[src/rtl/sei_pkg.sv]
// constants shared by the serial error/interrupt/reset block
package sei_pkg;
  localparam int DATA_W      = 8;
  localparam int BIT_CNT_W   = 4;
  localparam logic [3:0] BITS_PER_BYTE = 4'h8;
  // the overrun check happens on the capture of the second bit (bit index 1 counted from zero)
  localparam logic [3:0] OVR_CHECK_BIT = 4'h2;
  localparam logic [7:0] SHIFT_RESET   = 8'h00;
  localparam logic [7:0] TXD_RESET     = 8'h00;
  localparam logic [7:0] RXD_RESET     = 8'h00;
  localparam logic [3:0] CNT_RESET     = 4'h0;
  localparam int MASTER_HALF_DIV = 4;
  localparam int SYNC_STAGES     = 3;
  typedef enum logic [1:0] {
    SEI_IDLE,
    SEI_XFER,
    SEI_TAIL
  } sei_state_type;
endpackage

[src/rtl/sei_core.sv]
// serial peripheral core with error detection, interrupt requests and partial reset
`timescale 1ns/1ps
module sei_core #(
  parameter int W        = sei_pkg::DATA_W,
  parameter int HALF_DIV = sei_pkg::MASTER_HALF_DIV
) (
  input  wire logic         mclk,
  input  wire logic         resetn,
  input  wire logic         ce,
  // control inputs, held by software
  input  wire logic         enable_set,
  input  wire logic         enable_clear,
  input  wire logic         master_select_bit,
  input  wire logic         cpol,
  input  wire logic         cpha,
  input  wire logic         mode_fault_enable,
  input  wire logic         error_irq_enable,
  input  wire logic         transmit_irq_enable,
  input  wire logic         receive_irq_enable,
  // cpu access strobes
  input  wire logic         status_read,
  input  wire logic         control_write,
  input  wire logic         data_read,
  input  wire logic         data_write,
  input  wire logic [W-1:0] data_wdata,
  // serial pins
  input  wire logic         serial_clock_in,
  input  wire logic         mosi_in,
  input  wire logic         miso_in,
  input  wire logic         select_n_in,
  output logic              serial_clock_out,
  output logic              serial_clock_oe_n,
  output logic              mosi_out,
  output logic              mosi_oe_n,
  output logic              miso_out,
  output logic              miso_oe_n,
  // status and requests
  output logic              module_enable_bit,
  output logic [W-1:0]      data_rdata,
  output logic              transmit_empty_flag,
  output logic              receive_full_flag,
  output logic              receive_overrun_flag,
  output logic              mode_fault_flag,
  output logic              transmit_irq,
  output logic              receive_error_irq
);
  // ----------------------------------------------------------------
  // input synchronisers
  // ----------------------------------------------------------------
  logic sel_n_s;
  logic sck_s;
  logic mosi_s;
  logic miso_s;

  // select idles high, the other pins low, so reset makes no false edge
  localparam int         N_PINS    = 4;
  localparam logic [3:0] SYNC_INIT = 4'h8;
  logic [3:0] pin_raw;
  logic [3:0] pin_lvl;

  assign pin_raw = {select_n_in, serial_clock_in, mosi_in, miso_in};
  for (genvar i = 0; i < N_PINS; i++) begin : g_sync
    sei_pin_sync #(.INIT(SYNC_INIT[i])) u_sync (
      .mclk   (mclk),
      .resetn (resetn),
      .ce     (ce),
      .pin    (pin_raw[i]),
      .level  (pin_lvl[i])
    );
  end
  assign {sel_n_s, sck_s, mosi_s, miso_s} = pin_lvl;

  // ----------------------------------------------------------------
  // edge detection on synchronised levels
  // ----------------------------------------------------------------
  logic sel_n_prev_q;
  logic sck_prev_q;

  always_ff @(posedge mclk or negedge resetn) begin
    if (!resetn) begin
      sel_n_prev_q <= 1'b1;
      sck_prev_q   <= 1'b0;
    end else if (ce) begin
      sel_n_prev_q <= sel_n_s;
      sck_prev_q   <= sck_s;
    end
  end

  wire sel_fall = sel_n_prev_q & ~sel_n_s;
  wire sel_rise = ~sel_n_prev_q & sel_n_s;
  wire sck_edge = sck_prev_q ^ sck_s;

  // ----------------------------------------------------------------
  // transfer sequencing
  // ----------------------------------------------------------------
  sei_pkg::sei_state_type state_q;
  logic         tx_pending_q;
  logic [W-1:0] txd_q;
  logic [W-1:0] rxd_q;
  logic         sck_gen_q;
  logic [7:0]   div_q;
  logic         status_seen_ovr_q;
  logic         status_seen_mode_fault_flag_q;
  logic         mst_edge;
  logic         sample;
  logic         shift;
  logic         in_bit;
  logic         master_fault;
  logic         slave_fault;
  logic         sh_load;
  logic [W-1:0] sh_data;

  wire is_master  = master_select_bit;
  wire slave_sel  = ~is_master & ~sel_n_s;
  wire active     = (state_q != sei_pkg::SEI_IDLE);
  // even edge count within the byte is the leading edge of a bit
  function automatic logic lead_edge(input logic [3:0] edges);
    lead_edge = ~edges[0];
  endfunction

  logic [3:0] edge_cnt_q;

  always_ff @(posedge mclk or negedge resetn) begin
    if (!resetn) begin
      div_q <= 8'h00;
    end else if (ce) begin
      if (!module_enable_bit || !is_master || state_q != sei_pkg::SEI_XFER) begin
        div_q <= 8'h00;
      end else if (div_q == 8'(HALF_DIV - 1)) begin
        div_q <= 8'h00;
      end else begin
        div_q <= div_q + 8'h01;
      end
    end
  end

  assign mst_edge = module_enable_bit & is_master & (state_q == sei_pkg::SEI_XFER) &
                    (div_q == 8'(HALF_DIV - 1));

  // edges are counted per byte; with cpha 0 sampling happens on the leading edge
  logic any_edge;
  assign any_edge = is_master ? mst_edge : (slave_sel & sck_edge & active);
  assign sample   = any_edge & (lead_edge(edge_cnt_q) ^ cpha);
  // cpha 1: the first edge only starts the byte, and the last capture is pushed in at once,
  // otherwise the byte would end one bit short
  localparam logic [3:0] LAST_EDGE = 4'(2 * sei_pkg::BITS_PER_BYTE - 1);
  assign shift    = any_edge & ((~(lead_edge(edge_cnt_q) ^ cpha) & (edge_cnt_q != 4'h0)) |
                                (sample & cpha & (edge_cnt_q == LAST_EDGE)));
  assign in_bit   = is_master ? miso_s : mosi_s;

  // a disabled master ignores its select pin
  assign master_fault = is_master & module_enable_bit & mode_fault_enable & sel_fall;
  assign slave_fault  = ~is_master & mode_fault_enable & sel_rise & active;

  always_ff @(posedge mclk or negedge resetn) begin
    if (!resetn) begin
      state_q    <= sei_pkg::SEI_IDLE;
      edge_cnt_q <= 4'h0;
    end else if (ce) begin
      if (!module_enable_bit || master_fault) begin
        state_q    <= sei_pkg::SEI_IDLE;
        edge_cnt_q <= 4'h0;
      end else begin
        case (state_q)
          sei_pkg::SEI_IDLE: begin
            edge_cnt_q <= 4'h0;
            if (is_master && tx_pending_q) begin
              state_q <= sei_pkg::SEI_XFER;
            end else if (!is_master && !cpha && sel_fall) begin
              state_q <= sei_pkg::SEI_XFER;
            end else if (!is_master && cpha && slave_sel && sck_edge) begin
              state_q    <= sei_pkg::SEI_XFER;
              edge_cnt_q <= 4'h1;
            end
          end
          sei_pkg::SEI_XFER: begin
            if (!is_master && sel_n_s) begin
              state_q <= sei_pkg::SEI_IDLE;
            end else if (any_edge) begin
              edge_cnt_q <= edge_cnt_q + 4'h1;
              if (edge_cnt_q == 4'(2 * sei_pkg::BITS_PER_BYTE - 1)) begin
                state_q <= sei_pkg::SEI_TAIL;
              end
            end
          end
          sei_pkg::SEI_TAIL: begin
            edge_cnt_q <= 4'h0;
            state_q    <= sei_pkg::SEI_IDLE;
          end
          default: begin
            state_q <= sei_pkg::SEI_IDLE;
          end
        endcase
      end
    end
  end

  wire byte_end = (state_q == sei_pkg::SEI_TAIL);

  // ----------------------------------------------------------------
  // shifter and data registers
  // ----------------------------------------------------------------
  assign sh_load = module_enable_bit & tx_pending_q & (state_q == sei_pkg::SEI_IDLE);

  sei_shift #(.W(W)) u_shift (
    .mclk      (mclk),
    .resetn    (resetn),
    .ce        (ce),
    .clr       (~module_enable_bit | master_fault),
    .load      (sh_load),
    .load_data (txd_q),
    .sample    (sample),
    .shift     (shift),
    .in_bit    (in_bit),
    .data      (sh_data),
    .cnt       ()
  );

  always_ff @(posedge mclk or negedge resetn) begin
    if (!resetn) begin
      txd_q        <= sei_pkg::TXD_RESET;
      tx_pending_q <= 1'b0;
    end else if (ce) begin
      if (!module_enable_bit || master_fault) begin
        tx_pending_q <= 1'b0;
      end else if (data_write) begin
        txd_q        <= data_wdata;
        tx_pending_q <= 1'b1;
      end else if (sh_load) begin
        tx_pending_q <= 1'b0;
      end
    end
  end

  always_ff @(posedge mclk or negedge resetn) begin
    if (!resetn) begin
      transmit_empty_flag <= 1'b1;
    end else if (ce) begin
      if (!module_enable_bit || master_fault || sh_load) begin
        transmit_empty_flag <= 1'b1;
      end else if (data_write) begin
        transmit_empty_flag <= 1'b0;
      end
    end
  end

  // ----------------------------------------------------------------
  // receive flags; cleared only by system reset or the cpu sequences
  // ----------------------------------------------------------------
  // two edges per bit, so the capture index is the edge count halved; it restarts every byte,
  // unlike the shifter's own count, which only a load, a disable or a master fault clears
  wire ovr_hit = active & sample & (edge_cnt_q[3:1] == 3'(sei_pkg::OVR_CHECK_BIT - 4'h1)) &
                 receive_full_flag;
  wire rx_move = byte_end & ~receive_overrun_flag & ~ovr_hit;

  always_ff @(posedge mclk or negedge resetn) begin
    if (!resetn) begin
      rxd_q             <= sei_pkg::RXD_RESET;
      receive_full_flag <= 1'b0;
      data_rdata        <= sei_pkg::RXD_RESET;
    end else if (ce) begin
      if (rx_move) begin
        rxd_q             <= sh_data;
        receive_full_flag <= 1'b1;
      end else if (data_read && status_seen_ovr_q) begin
        receive_full_flag <= 1'b0;
      end
      data_rdata <= rx_move ? sh_data : rxd_q;
    end
  end

  // status read arms the clears; the arm is taken at the read itself
  always_ff @(posedge mclk or negedge resetn) begin
    if (!resetn) begin
      status_seen_ovr_q  <= 1'b0;
      status_seen_mode_fault_flag_q <= 1'b0;
    end else if (ce) begin
      if (status_read) begin
        status_seen_ovr_q  <= 1'b1;
        status_seen_mode_fault_flag_q <= mode_fault_flag;
      end else begin
        if (data_read) begin
          status_seen_ovr_q <= 1'b0;
        end
        if (control_write || master_fault || slave_fault) begin
          status_seen_mode_fault_flag_q <= 1'b0;
        end
      end
    end
  end

  always_ff @(posedge mclk or negedge resetn) begin
    if (!resetn) begin
      receive_overrun_flag <= 1'b0;
    end else if (ce) begin
      if (ovr_hit) begin
        receive_overrun_flag <= 1'b1;
      end else if (data_read && status_seen_ovr_q) begin
        receive_overrun_flag <= 1'b0;
      end
    end
  end

  // set wins; a fault present during the sequence blocks the clear
  always_ff @(posedge mclk or negedge resetn) begin
    if (!resetn) begin
      mode_fault_flag <= 1'b0;
    end else if (ce) begin
      if (master_fault || slave_fault) begin
        mode_fault_flag <= 1'b1;
      end else if (control_write && status_seen_mode_fault_flag_q) begin
        mode_fault_flag <= 1'b0;
      end
    end
  end

  // ----------------------------------------------------------------
  // module enable; master_select_bit is never touched here
  // ----------------------------------------------------------------
  always_ff @(posedge mclk or negedge resetn) begin
    if (!resetn) begin
      module_enable_bit <= 1'b0;
    end else if (ce) begin
      if (master_fault || enable_clear) begin
        module_enable_bit <= 1'b0;
      end else if (enable_set) begin
        module_enable_bit <= 1'b1;
      end
    end
  end

  // ----------------------------------------------------------------
  // pins and requests
  // ----------------------------------------------------------------
  always_ff @(posedge mclk or negedge resetn) begin
    if (!resetn) begin
      sck_gen_q <= 1'b0;
    end else if (ce) begin
      if (state_q != sei_pkg::SEI_XFER) begin
        sck_gen_q <= 1'b0;
      end else if (mst_edge) begin
        sck_gen_q <= ~sck_gen_q;
      end
    end
  end

  wire drive_m = module_enable_bit & is_master & ~master_fault;
  wire drive_s = module_enable_bit & slave_sel;

  always_ff @(posedge mclk or negedge resetn) begin
    if (!resetn) begin
      serial_clock_out  <= 1'b0;
      serial_clock_oe_n <= 1'b1;
      mosi_out          <= 1'b0;
      mosi_oe_n         <= 1'b1;
      miso_out          <= 1'b0;
      miso_oe_n         <= 1'b1;
    end else if (ce) begin
      serial_clock_out  <= cpol ^ sck_gen_q;
      serial_clock_oe_n <= ~drive_m;
      mosi_out          <= sh_data[W-1];
      mosi_oe_n         <= ~drive_m;
      miso_out          <= sh_data[W-1];
      miso_oe_n         <= ~drive_s;
    end
  end

  always_ff @(posedge mclk or negedge resetn) begin
    if (!resetn) begin
      transmit_irq      <= 1'b0;
      receive_error_irq <= 1'b0;
    end else if (ce) begin
      transmit_irq      <= transmit_empty_flag & transmit_irq_enable & module_enable_bit;
      receive_error_irq <= (receive_full_flag & receive_irq_enable & module_enable_bit) |
                           ((mode_fault_flag | receive_overrun_flag) & error_irq_enable);
    end
  end
endmodule

[src/rtl/sei_pin_sync.sv]
// three flop input synchroniser; a level is accepted once stages two and three agree
`timescale 1ns/1ps
module sei_pin_sync #(
  parameter logic INIT = 1'b0
) (
  input  wire logic mclk,
  input  wire logic resetn,
  input  wire logic ce,
  input  wire logic pin,
  output logic      level
);
  logic [2:0] sync_q;

  always_ff @(posedge mclk or negedge resetn) begin
    if (!resetn) begin
      sync_q <= {3{INIT}};
    end else if (ce) begin
      sync_q <= {sync_q[1:0], pin};
    end
  end

  // first stage only feeds the second
  always_ff @(posedge mclk or negedge resetn) begin
    if (!resetn) begin
      level <= INIT;
    end else if (ce && (sync_q[1] == sync_q[2])) begin
      level <= sync_q[2];
    end
  end
endmodule

[src/rtl/sei_shift.sv]
// eight bit shift register with bit counter; cleared while the module is off
`timescale 1ns/1ps
module sei_shift #(
  parameter int W = sei_pkg::DATA_W
) (
  input  wire logic         mclk,
  input  wire logic         resetn,
  input  wire logic         ce,
  input  wire logic         clr,
  input  wire logic         load,
  input  wire logic [W-1:0] load_data,
  input  wire logic         sample,
  input  wire logic         shift,
  input  wire logic         in_bit,
  output logic [W-1:0]      data,
  output logic [3:0]        cnt
);
  logic in_hold_q;

  always_ff @(posedge mclk or negedge resetn) begin
    if (!resetn) begin
      data      <= sei_pkg::SHIFT_RESET;
      cnt       <= sei_pkg::CNT_RESET;
      in_hold_q <= 1'b0;
    end else if (ce) begin
      if (clr) begin
        data <= sei_pkg::SHIFT_RESET;
        cnt  <= sei_pkg::CNT_RESET;
      end else if (load) begin
        data <= load_data;
        cnt  <= sei_pkg::CNT_RESET;
      end else begin
        if (sample) begin
          in_hold_q <= in_bit;
          cnt       <= cnt + 4'h1;
        end
        if (shift) begin
          data <= {data[W-2:0], sample ? in_bit : in_hold_q};
        end
      end
    end
  end
endmodule

[config.mk]
export PLATFORM = sky130hd
export DESIGN_NAME = sei_core
export DESIGN_NICKNAME = d
export VERILOG_FILES = /design/src/rtl/sei_pkg.sv /design/src/rtl/sei_core.sv /design/src/rtl/sei_pin_sync.sv /design/src/rtl/sei_shift.sv
export SDC_FILE = /design/constraint.sdc
export NUM_CORES = 1
export LEC_CHECK = 0
export BUFFER_PORTS_ARGS = -buffer_cell sky130_fd_sc_hd__buf_2
export CAP_MARGIN = 20
export CORE_ASPECT_RATIO = 1.5
export CORE_MARGIN = 2
export CORE_UTILIZATION = 35
export DETAILED_ROUTE_END_ITERATION = 7
export GPL_TIMING_DRIVEN = 0
export PLACE_DENSITY_LB_ADDON = 0.05
export SYNTH_ARGS = -nofsm -noshare
export SYNTH_HDL_FRONTEND = slang
export SYNTH_HIERARCHICAL = 1
export SYNTH_SLANG_ARGS = --single-unit
[constraint.sdc]
create_clock -name mclk -period 2.98 [get_ports mclk]
set_input_delay 0.298 -clock mclk [delete_from_list [all_inputs] [get_ports mclk]]
set_output_delay 0.298 -clock mclk [all_outputs]
set_load 0.03 [all_outputs]
==> reports/qor.yml <==
outcome:
  status: "finished, final reports clean"
route:
  drt_first_pass_iters: 4
  wirelength_um: 7620
  wire_per_inst_um: 15.5
  ant_nets: 0
  num_vias: 2473
  drc: 0
  post_drt_via_cell_ratio: 5.05
  drtIter0Drc: 77
clock_tree:
  cts_resized: 0
  cts_tree: "yes"
  post_cts.repair.setup_buffers: 0
  cts_max_level: 3
  clock-sinks: 72
  cts_buffers: 9
  insertion_delay_ns: 0.33
  ctsHoldBuffers: 1
  clk_pin_slew_ns: 0.06
  cts-root-buf: "clkbuf_16"
  clockBufferDepth: 2
placed_design:
  dpl.cell_count: 473
  routabilityCongestion: 0.809
  dp_hpwl_um: 5520
  placed_area_um2: 3890
  dpl_worst_slack_ns: 0.369
  io_buffer_count: 47
final_layout:
  design_area_um2: 4220
  finish.net_count: 404
  area_growth_pct: 21.0
  postLayoutCoreUtil_pct: 43.6
  instances_no_fill: 490
  drive_gt1_share_pct: 31.7
  fillers: 961
  antenna-diode-count: 0
timing:
  holdWs_ns: 0.194
  slew_headroom_pct: 57.7
  period_needed_ns: 2.62
  rsz0062_at_grt: "no"
  skew_ns: 0.00474
  slew_viol_final: 0
  fmax_mhz: 382
  setup_tns_ns: 0
  hold_viol: 0
  min_period_over_period_pct: 87.8
  setup_viol: 0
  worst_pin_slew_ns: 0.629
  fin_ws_ns: 0.362
global_routing:
  grt_max_degree: 41
  grt_pass1_vias: 2486
  use_met2_pct: 24.5
  grt_remaining_overflow: 0
  antenna_found_initial: 0
  grt_pass1_wl_um: 12700
  top_usage_layer: "met2"
  grt.met1_usage_pct: 19.3
  use_met3_pct: 2.62
  grt_usage_pct: 15.2
setup_path:
  startpoint_type: "register"
  crit_type: "reg2reg"
  worstPathCellList: "inv_1 -> ha_1 -> and3_1 -> nand3_2 -> and2_4 -> nor4_1 -> o31ai_4 -> buf_6 -> a32o_1"
  end_kind: "register"
  critPathMaxStageDelay_ns: 0.58
  crit_path_max_fanout: 10
  cp.arrival_ns: 2.84
  required_ns: 3.20
  crit_slowest_cell: "nor4_1"
synth:
  synth_area_um2: 3490
  ys_warn_count: 6
  syn_inst: 310
  synthesis.nets: 344
  avgSynthCellArea_um2: 11.3
power_and_ir_drop:
  power_density_nw_per_um2: 696
  peakVddDrop_uv: 376
  p_leak_nw: 1.91
  total_power_mw: 2.94
flow_run:
  maxCapViolCount: 0
die:
  die_height_um: 126
  num_rows: 44
  dieArea_um2: 10800
  io_pins: 49
  coreArea_um2: 9690
  start_util_pct: 36.0
  die_w_um: 85.5
min_path:
  hold_path_class: "in2reg"
area by class of cell:
| class | count | area (um2) | area share, % |
|---|---|---|---|
| buffer | 12 | 88.8 | 2.10 |
| inverter | 13 | 48.8 | 1.16 |
| clock buffer | 10 | 239 | 5.66 |
| sequential | 72 | 1810 | 42.9 |
| tap | 115 | 144 | 3.41 |
| timing repair buffer | 49 | 268 | 6.34 |
| multi-input combinational | 213 | 1540 | 36.5 |
| clock inverter | 6 | 82.6 | 1.96 |
power by group:
part           leakage (nW)  total (mW)  switching, mW  internal (mW)
clock network         0.158        1.15          0.397          0.750
logic                 0.832       0.538          0.299          0.239
registers             0.916        1.26          0.113           1.14
cell usage in the layout, fill, tap and decap left out, types with 5 or more instances in the layout:
master / instances
dfrtp_1: 64
nand2b_1: 7
buf_2: 46
o21ai_0: 11
o31ai_1: 8
xor2_1: 8
mux2i_1: 11
ha_1: 6
nor2_1: 20
mux2_2: 29
inv_1: 13
dfstp_2: 8
a21oi_1: 16
nand3_1: 11
nand2_1: 32
o2bb2ai_1: 5
clkbuf_16: 9
final timing paths:
check,depth (start not counted),start,slack [ns],endpoint
setup / recovery,9,state_q[1],0.36,u_shift/data[0]
hold / removal,2,data_wdata[2],0.19,txd_q[2]
setup reg to reg,9,state_q[1],0.36,u_shift/data[0]
hold reg to reg,2,transmit_empty_flag,0.48,transmit_empty_flag
max in group asynchronous,3,resetn,1.91,transmit_empty_flag
min in group asynchronous,2,resetn,0.45,status_seen_ovr_q
critical path, delay by kind of cell (launching register included):
family / cells / cell delay (ns)
flops: 1 / 0.39
buf+inv: 2 / 0.28
fa+ha+maj: 1 / 0.30
simple gates: 4 / 1.18
compound gates: 2 / 0.36
sequential cells by signal (all words and copies together) (netlist names), 2 cells and up:
name	cells
edge_cnt_q	4
state_q	2
u_shift/data	8
div_q	8
g_sync.u_sync/level	4
txd_q	8
g_sync.u_sync/sync_q	12
rxd_q	8
routing by layer:
| layer | vias to the layer above | wire (um) |
|---|---|---|
| met4 | 0 | 180 |
| met5 | - | 0 |
| met2 | 46 | 3860 |
| li1 | 1216 | - |
| met1 | 1199 | 3360 |
| met3 | 12 | 214 |
No activity file was read; power rests on OpenSTA's default activity.
